## config.mk

```make
export PLATFORM = sky130hd
export DESIGN_NAME = igrc_top
export DESIGN_NICKNAME = d
export VERILOG_FILES = /design/src/hdl/igrc_port.v /design/src/hdl/igrc_top.v
export VERILOG_INCLUDE_DIRS = /design/src /design/src/hdl
export SDC_FILE = /design/constraint.sdc
export NUM_CORES = 2
export LEC_CHECK = 0
export BUFFER_PORTS_ARGS = -buffer_cell sky130_fd_sc_hd__buf_2
export CORE_ASPECT_RATIO = 0.5
export CORE_MARGIN = 4
export CORE_UTILIZATION = 55
export DETAILED_ROUTE_END_ITERATION = 16
export PLACE_DENSITY = 0.79
export SYNTH_ARGS = -nofsm -noshare
export SYNTH_HDL_FRONTEND = slang
export SYNTH_SLANG_ARGS = --single-unit
```

## constraint.sdc

```tcl
create_clock -name mclk -period 14.22 [get_ports mclk]
set_input_delay 2.133 -clock mclk [delete_from_list [all_inputs] [get_ports mclk]]
set_output_delay 2.133 -clock mclk [all_outputs]
set_load 0.005 [all_outputs]
```

## src/hdl/igrc_map.vh

```
/*
  Constants for the input port gain-ranging control: field widths,
  reset values and gain-code limits.
  Assumes it is included by bare name from the design files.
*/
`ifndef IGRC_MAP_VH
`define IGRC_MAP_VH

// ----------------------------------------------------------------
// Field widths, delay limit and port count
// ----------------------------------------------------------------
`define IGRC_DATA_W 16
`define IGRC_CODE_W 3
`define IGRC_THR_W 10
`define IGRC_DWELL_W 20
`define IGRC_DELAY_W 6
`define IGRC_DELAY_MAX 63
`define IGRC_PORTS 4

// ----------------------------------------------------------------
// Field positions and values
// ----------------------------------------------------------------
`define IGRC_MAG_MSB 14
`define IGRC_MAG_LSB 5
`define IGRC_MAG_FULL 10'h3FF
`define IGRC_CODE_MIN 3'h0
`define IGRC_CODE_MAX 3'h7
`define IGRC_CODE_STEP 3'h1
`define IGRC_DWELL_ONE 20'h00001
`define IGRC_DELAY_ZERO 6'h00

// ----------------------------------------------------------------
// Reset values
// ----------------------------------------------------------------
`define IGRC_RST_CODE 3'h0
`define IGRC_RST_DATA 16'h0000
`define IGRC_RST_DWELL 20'h00000
`define IGRC_RST_DELAY 6'h00

`endif

```

## src/hdl/igrc_port.v

```verilog
/*
  Gain decision logic for one input port: threshold compare, dwell
  timer, saturating gain code and relinearization hold-off.
  Assumes the sample is already synchronised to mclk and that the
  settings are stable while gain_on is high.
*/
`timescale 1ns/100ps
`default_nettype none
`include "igrc_map.vh"

module igrc_port (
  input wire mclk,
  input wire rst_n,
  input wire [15:0] sample,
  input wire gain_on,
  input wire [9:0] upper_threshold,
  input wire [9:0] lower_threshold,
  input wire [19:0] dwell_time,
  input wire [5:0] relin_delay,
  output reg [2:0] gain_code_reg
);

  // ----------------------------------------------------------------
  // Magnitude
  // ----------------------------------------------------------------
  // Ten top bits of |x|, full scale on the most negative code
  function [9:0] igrc_mag10;
    input [15:0] x;
    reg [15:0] a;
    begin
      a = x[15] ? (~x + 16'h0001) : x;
      if (a[15])
        igrc_mag10 = `IGRC_MAG_FULL;
      else
        igrc_mag10 = a[`IGRC_MAG_MSB:`IGRC_MAG_LSB];
    end
  endfunction

  wire [9:0] mag = igrc_mag10(sample);
  wire over = (mag > upper_threshold);
  wire under = (mag < lower_threshold);

  reg [19:0] dwell_reg;
  reg dwell_run_reg;
  reg [5:0] busy_reg;
  reg gain_on_d_reg;
  wire busy = (busy_reg != `IGRC_DELAY_ZERO);

  // ----------------------------------------------------------------
  // Gain code state
  // ----------------------------------------------------------------
  // Overload steps down at once; low signal steps up after dwell
  always @(posedge mclk or negedge rst_n)
  begin
    if (!rst_n)
    begin
      gain_code_reg <= `IGRC_RST_CODE;
      dwell_reg <= `IGRC_RST_DWELL;
      dwell_run_reg <= 1'b0;
      busy_reg <= `IGRC_RST_DELAY;
      gain_on_d_reg <= 1'b0;
    end
    else
    begin
      gain_on_d_reg <= gain_on;
      if (!gain_on || !gain_on_d_reg)
      begin
        gain_code_reg <= `IGRC_CODE_MIN;
        dwell_run_reg <= 1'b0;
        busy_reg <= `IGRC_RST_DELAY;
      end
      else
      begin
        if (busy)
          busy_reg <= busy_reg - 6'h01;
        if (over)
        begin
          dwell_run_reg <= 1'b0;
          if (!busy && gain_code_reg != `IGRC_CODE_MIN)
          begin
            gain_code_reg <= gain_code_reg - `IGRC_CODE_STEP;
            busy_reg <= relin_delay;
          end
        end
        else if (under)
        begin
          if (!dwell_run_reg)
          begin
            dwell_reg <= dwell_time;
            dwell_run_reg <= 1'b1;
          end
          else if (dwell_reg <= `IGRC_DWELL_ONE)
          begin
            dwell_run_reg <= 1'b0;
            if (!busy && gain_code_reg != `IGRC_CODE_MAX)
            begin
              gain_code_reg <= gain_code_reg + `IGRC_CODE_STEP;
              busy_reg <= relin_delay;
            end
          end
          else
            dwell_reg <= dwell_reg - `IGRC_DWELL_ONE;
        end
        else
          dwell_run_reg <= 1'b0;
      end
    end
  end

endmodule
`default_nettype wire

```

## src/hdl/igrc_top.v

```verilog
/*
  Gain-ranging control for four input ports A to D: per-port gain
  decision, shared exponent pins, relinearization delay line and
  exponent scaling of the port data, with A/B and C/D pairing.
  Assumes one sample per mclk on every port; pins are asynchronous.
*/
// Operation
// - Every port has its own gain logic
// - Enable drives pins outward, else pins input
// - Pins are inputs after reset
// - Overload decrements gain code at once
// - Low signal loads the dwell counter
// - Count down dwell; increment at one
// - Rising above lower threshold abandons increment
// - Compare thresholds with ten magnitude MSBs
// - Delay code up to 63 clocks before use
// - Each code step attenuates by 6.02 dB
// - Ignore adjustments during relinearization delay
// - Enabling resets gain code to zero
// - Paired B: gain off, exponent copies A
// - Exponent k shifts data right k bits
// - A/B and C/D paired independently
`timescale 1ns/100ps
`default_nettype none
`include "igrc_map.vh"

module igrc_top (
  input wire mclk,
  input wire rst_n,
  input wire pair_ab,
  input wire pair_cd,
  input wire [15:0] port_a_data,
  input wire [15:0] port_b_data,
  input wire [15:0] port_c_data,
  input wire [15:0] port_d_data,
  input wire [2:0] port_a_exponent_gain_pins_in,
  input wire [2:0] port_b_exponent_gain_pins_in,
  input wire [2:0] port_c_exponent_gain_pins_in,
  input wire [2:0] port_d_exponent_gain_pins_in,
  output wire [2:0] port_a_exponent_gain_pins_out,
  output wire [2:0] port_b_exponent_gain_pins_out,
  output wire [2:0] port_c_exponent_gain_pins_out,
  output wire [2:0] port_d_exponent_gain_pins_out,
  output wire port_a_exponent_gain_pins_oe,
  output wire port_b_exponent_gain_pins_oe,
  output wire port_c_exponent_gain_pins_oe,
  output wire port_d_exponent_gain_pins_oe,
  input wire port_a_gain_enable,
  input wire port_b_gain_enable,
  input wire port_c_gain_enable,
  input wire port_d_gain_enable,
  input wire [9:0] port_a_upper_threshold,
  input wire [9:0] port_b_upper_threshold,
  input wire [9:0] port_c_upper_threshold,
  input wire [9:0] port_d_upper_threshold,
  input wire [9:0] port_a_lower_threshold,
  input wire [9:0] port_b_lower_threshold,
  input wire [9:0] port_c_lower_threshold,
  input wire [9:0] port_d_lower_threshold,
  input wire [19:0] port_a_dwell_time,
  input wire [19:0] port_b_dwell_time,
  input wire [19:0] port_c_dwell_time,
  input wire [19:0] port_d_dwell_time,
  input wire [5:0] port_a_relin_delay,
  input wire [5:0] port_b_relin_delay,
  input wire [5:0] port_c_relin_delay,
  input wire [5:0] port_d_relin_delay,
  output wire [2:0] port_a_exponent,
  output wire [2:0] port_b_exponent,
  output wire [2:0] port_c_exponent,
  output wire [2:0] port_d_exponent,
  output wire [15:0] port_a_scaled_data,
  output wire [15:0] port_b_scaled_data,
  output wire [15:0] port_c_scaled_data,
  output wire [15:0] port_d_scaled_data
);

  // ----------------------------------------------------------------
  // Packing of per-port ports
  // ----------------------------------------------------------------
  wire [63:0] data_in = {port_d_data, port_c_data, port_b_data, port_a_data};
  wire [11:0] pin_in = {port_d_exponent_gain_pins_in, port_c_exponent_gain_pins_in,
    port_b_exponent_gain_pins_in, port_a_exponent_gain_pins_in};
  wire [3:0] enable_in = {port_d_gain_enable, port_c_gain_enable,
    port_b_gain_enable, port_a_gain_enable};
  wire [39:0] upper_in = {port_d_upper_threshold, port_c_upper_threshold,
    port_b_upper_threshold, port_a_upper_threshold};
  wire [39:0] lower_in = {port_d_lower_threshold, port_c_lower_threshold,
    port_b_lower_threshold, port_a_lower_threshold};
  wire [79:0] dwell_in = {port_d_dwell_time, port_c_dwell_time,
    port_b_dwell_time, port_a_dwell_time};
  wire [23:0] delay_in = {port_d_relin_delay, port_c_relin_delay,
    port_b_relin_delay, port_a_relin_delay};

  // Second port of a pair is shut down when paired
  wire [3:0] shut = {pair_cd, 1'b0, pair_ab, 1'b0};

  wire [11:0] code;
  wire [11:0] exp_own;
  wire [11:0] exp_used;
  reg [3:0] gain_on_reg;
  reg [63:0] data_s1_reg;
  reg [63:0] data_s2_reg;
  reg [11:0] pin_s1_reg;
  reg [11:0] pin_s2_reg;
  wire [63:0] scaled;
  wire [11:0] exp_out;

  // ----------------------------------------------------------------
  // Pin synchronisers and enable state
  // ----------------------------------------------------------------
  // Two stages before any logic sees a pin
  always @(posedge mclk or negedge rst_n)
  begin
    if (!rst_n)
    begin
      data_s1_reg <= 64'h0000000000000000;
      data_s2_reg <= 64'h0000000000000000;
      pin_s1_reg <= 12'h000;
      pin_s2_reg <= 12'h000;
      gain_on_reg <= 4'h0;
    end
    else
    begin
      data_s1_reg <= data_in;
      data_s2_reg <= data_s1_reg;
      pin_s1_reg <= pin_in;
      pin_s2_reg <= pin_s1_reg;
      gain_on_reg <= enable_in & ~shut;
    end
  end

  // ----------------------------------------------------------------
  // Per-port gain logic and delay line
  // ----------------------------------------------------------------
  genvar i;
  generate
    for (i = 0; i < `IGRC_PORTS; i = i + 1)
    begin : g_port
      reg [2:0] line_reg [0:62];
      wire [5:0] dly = delay_in[i*6 +: 6];
      wire [2:0] tap;
      integer k;

      // Independent decision logic per port
      igrc_port u_port (
        .mclk(mclk),
        .rst_n(rst_n),
        .sample(data_s2_reg[i*16 +: 16]),
        .gain_on(gain_on_reg[i]),
        .upper_threshold(upper_in[i*10 +: 10]),
        .lower_threshold(lower_in[i*10 +: 10]),
        .dwell_time(dwell_in[i*20 +: 20]),
        .relin_delay(dly),
        .gain_code_reg(code[i*3 +: 3])
      );

      // Pipeline of past gain codes, cleared while disabled
      always @(posedge mclk or negedge rst_n)
      begin
        if (!rst_n)
        begin
          for (k = 0; k < `IGRC_DELAY_MAX; k = k + 1)
            line_reg[k] <= `IGRC_RST_CODE;
        end
        else
        begin
          line_reg[0] <= gain_on_reg[i] ? code[i*3 +: 3] : `IGRC_RST_CODE;
          for (k = 1; k < `IGRC_DELAY_MAX; k = k + 1)
            line_reg[k] <= line_reg[k-1];
        end
      end

      // Tap chosen by the relinearization delay
      assign tap = (dly == `IGRC_DELAY_ZERO) ? code[i*3 +: 3] : line_reg[dly - 6'h01];
      assign exp_own[i*3 +: 3] = gain_on_reg[i] ? tap : pin_s2_reg[i*3 +: 3];
    end
  endgenerate

  // ----------------------------------------------------------------
  // Exponent selection for pairs
  // ----------------------------------------------------------------
  // Second port of a pair follows the first one
  assign exp_used[2:0] = exp_own[2:0];
  assign exp_used[5:3] = pair_ab ? exp_own[2:0] : exp_own[5:3];
  assign exp_used[8:6] = exp_own[8:6];
  assign exp_used[11:9] = pair_cd ? exp_own[8:6] : exp_own[11:9];

  // ----------------------------------------------------------------
  // Relinearization scaling
  // ----------------------------------------------------------------
  // Arithmetic shift by k gives 6.02 dB per step
  generate
    for (i = 0; i < `IGRC_PORTS; i = i + 1)
    begin : g_scale
      reg [15:0] scaled_reg;
      reg [2:0] exp_reg;
      wire [2:0] use_exp = exp_used[i*3 +: 3];

      // Per-port output registers, one process drives each
      always @(posedge mclk or negedge rst_n)
      begin
        if (!rst_n)
        begin
          scaled_reg <= `IGRC_RST_DATA;
          exp_reg <= `IGRC_RST_CODE;
        end
        else
        begin
          scaled_reg <= $signed(data_s2_reg[i*16 +: 16]) >>> use_exp;
          exp_reg <= use_exp;
        end
      end

      // Gather the port slices for the outputs
      assign scaled[i*16 +: 16] = scaled_reg;
      assign exp_out[i*3 +: 3] = exp_reg;
    end
  endgenerate

  // ----------------------------------------------------------------
  // Outputs
  // ----------------------------------------------------------------
  // Only an enabled, unshut port drives its pins
  assign port_a_exponent_gain_pins_out = code[2:0];
  assign port_b_exponent_gain_pins_out = code[5:3];
  assign port_c_exponent_gain_pins_out = code[8:6];
  assign port_d_exponent_gain_pins_out = code[11:9];
  assign port_a_exponent_gain_pins_oe = gain_on_reg[0];
  assign port_b_exponent_gain_pins_oe = gain_on_reg[1];
  assign port_c_exponent_gain_pins_oe = gain_on_reg[2];
  assign port_d_exponent_gain_pins_oe = gain_on_reg[3];
  assign port_a_exponent = exp_out[2:0];
  assign port_b_exponent = exp_out[5:3];
  assign port_c_exponent = exp_out[8:6];
  assign port_d_exponent = exp_out[11:9];
  assign port_a_scaled_data = scaled[15:0];
  assign port_b_scaled_data = scaled[31:16];
  assign port_c_scaled_data = scaled[47:32];
  assign port_d_scaled_data = scaled[63:48];

endmodule
`default_nettype wire

```

==> out/results.txt <==
DR WL/cell = 22.1 um
Avg Synthesized Cell Area = 13.9 um^2
CTS tree = done
total track usage = 0.245
post-CTS sizing = 0
nets@finish = 3,933
Crit-path slowest cell = a211o_1
cells on worst reg2reg path = 16
DR DRC count = 0
synthesized area = 44,600 um^2
synthesis-stage register bit count = 1,112
LEAKAGE = 24.4 nW
clock skew = 0.0577 ns
Fmax achieved = 142 MHz
core area = 79,900 um^2
worst hold path type = reg -> reg
Max H-tree Level = 3
fraction of layout cells with a size suffix above 1 = 0.240
post-synthesis sequential area ratio = 0.623
Worst-Margin Slew = 1.09 ns
drt pass-1 iters = 6
antenna violations before repair = 12
RSZ-0062 raised after global routing = no
worst slack, placed = 6.55 ns
Post-synth EDFFs = 0
Root Driver = clkbuf_16
Post-DP Area = 47,500 um^2
Power Dens Cells = 146 nW/um^2
Clock Tree Buf Depth = 3
CP startpoint kind = primary input
Hold Vio Cnt, Final = 0
Rows = 73
largest net degree at the start of global routing = 213
# clock sinks = 1,112
Sum Neg Setup Slack = 0 ns
asr flop ratio synth = 1.00
Worst VDD drop = 0.127 mV
final setup fails = 0
Post-Synthesis Cells = 3,207
first-pass GRT wire length = 166,000 um
max capacitance violation total = 0
final wirelength = 105,000 um
routability cong. = 0.898
kind of critical path = in -> reg
Chip Width = 411 um
vias in the first global route = 29,456
post-synth top area share = 0.623
Max Slew Vio Count = 0
Via density = 5.96
Synthesis Warnings = 0
CP cell instances = buf_2 > buf_4 > inv_1 > ha_2 > buf_4 > mux4_2 > and4_1 > a311oi_1 > a2111oi_0 > and3_1 > a211o_1 > mux2i_1 > mux2i_1 > mux2_2
io pins = 360
Die ar. = 86,100 um^2
Worst Path Max Fanout = 53
Hold Startpoint = g_port[1].line_reg[105]
CTS clk-pin slew, worst paths = 0.07 ns
crit path from = port_a_relin_delay[0]
Worst R2R Start = data_s2_reg[3]
via count = 28,227
slew margin rel. = 0.271
post-route ant nets = 0
setup bufs post-CTS = 0
dominant synthesized flop cell = dfrtp_1
1st-iter DRT viols = 2,802
cell taking the most area after synthesis = dfrtp_1
count of cell types in the netlist = 87
Tcrit/Tclk final = 0.495
CP required = 14.79 ns
status = completed
Synth Net Count = 3,579
Die Y = 209 um
post-route insts no fill = 4,737
max reg flops = 756
final setup margin = 7.18 ns
Worst R2R End = g_port[0].u_port.dwell_reg[12]
top post-synthesis cells by area = dfrtp_1 62%, mux4_2 9.7%, mux2i_1 3.5%
Worst Path Arrival = 7.61 ns
hold_buf cts = 0
crit-path max cell delay = 0.87 ns
fin area = 51,000 um^2
Min-Delay Path Depth = 0
post-placement cell count = 4,552
Setup crit end kind = flip-flop
Initial Util = 0.558
r2r setup slk = 8.22 ns
Worst Hold End = g_port[1].line_reg[102]
total CTS buffers = 94
IO buf count = 359
dpl hpwl = 70,000 um
Synth-to-Final Area Change = 14.3%
clk_lat worst skew = 0.71 ns
Filler cells = 5,524
Congestion Overflow GR = 0
shortest period the worst path allows = 7.04 ns
## critical path: cells and delay by family
kind / cells / cell delay, ns
compound gates: 3 / 1.57
buf+inv: 4 / 1.52
mux: 4 / 1.18
simple gates: 2 / 0.61
fa+ha+maj: 1 / 0.50
## per-stage QoR
step | total power, mW | util | hold WS [ns]
2_1_floorplan | 4.24 | - | 0.331
3_3_place_gp | 4.56 | 0.594 | 0.332
3_5_place_dp | 4.60 | 0.594 | 0.335
4_1_cts | 7.48 | 0.638 | 0.330
5_1_grt | 7.77 | 0.638 | 0.333
6_report | 7.44 | 0.638 | 0.339
## synth_stat cells, types with 65 or more instances
library cell and count:
nand2_1 162, dfrtp_1 1112, clkbuf_1 73, nor2_1 147, o21ai_0 123, mux2i_1 157, inv_1 137, mux4_2 192
ha_1 100, nand3_1 71, mux2_2 65, a21oi_1 131
## routing by layer
metal	wire length, um	track usage	up-vias
met3	4970	0.0375	268
met4	5070	0.110	0
li1	-	-	12408
met5	0	0	-
met2	52000	0.400	869
met1	42800	0.330	14682
## layout by cell type (no fill, tap or decap), types with 24 or more instances in the layout
| cell type | instances |
|---|---|
| o22ai_1 | 44 |
| a21oi_1 | 131 |
| ha_1 | 96 |
| nor2b_1 | 30 |
| nor3_1 | 61 |
| nor4_1 | 28 |
| nand2_1 | 162 |
| mux2i_1 | 157 |
| clkbuf_16 | 95 |
| xor2_1 | 28 |
| and2_1 | 24 |
| dfrtp_1 | 1112 |
| and3_1 | 24 |
| nor2_1 | 145 |
| o21ai_0 | 123 |
| a21o_1 | 27 |
| buf_4 | 38 |
| mux2_2 | 65 |
| o21a_1 | 24 |
| nand4_1 | 36 |
| buf_2 | 357 |
| mux4_2 | 192 |
| inv_1 | 137 |
| nand3_1 | 71 |
## cells by family (layout without fill, tap and decap cells)
family,count (synthesis),after routing,synth area share
flip-flops,1112,1112,0.623
AND/OR/NAND/NOR,699,699,0.0799
AO/OA/AOI/OAI,538,538,0.0786
multiplexers,417,417,0.150
buffers and inverters,283,713,0.0275
adder cells (fa/ha/maj),104,104,0.0298
XOR/XNOR,54,54,0.0109
other,0,13,0
## power by group
| group | internal, mW | switching, mW | leakage [nW] | total [mW] |
|---|---|---|---|---|
| combinational | 0.439 | 0.575 | 7.85 | 1.01 |
| clock | 1.66 | 1.22 | 1.70 | 2.88 |
| sequential | 3.34 | 0.208 | 14.8 | 3.55 |
| total | 5.44 | 2.00 | 24.4 | 7.44 |
## area by class of cell
cell class              count  area [um^2]  area share
inverters                 144          541      0.0106
flip-flops and latches   1112        27800       0.546
well taps                1087         1360      0.0267
diodes                     13         32.5    0.000638
repair buffers            397         2110      0.0413
clock inverters            55          876      0.0172
multi-input cells        1812        15600       0.307
clock buffers             117         2620      0.0514
## worst max-delay path by stage
stage | endpoint | cells past startpoint
detailed placement | port_b_scaled_data[3] | 14
global route | port_b_scaled_data[7] | 14
floorplan | port_b_scaled_data[14] | 16
global placement | port_b_scaled_data[3] | 14
finish | port_b_scaled_data[5] | 14
CTS | port_b_scaled_data[5] | 14
Power figures use the tool's default switching activity.
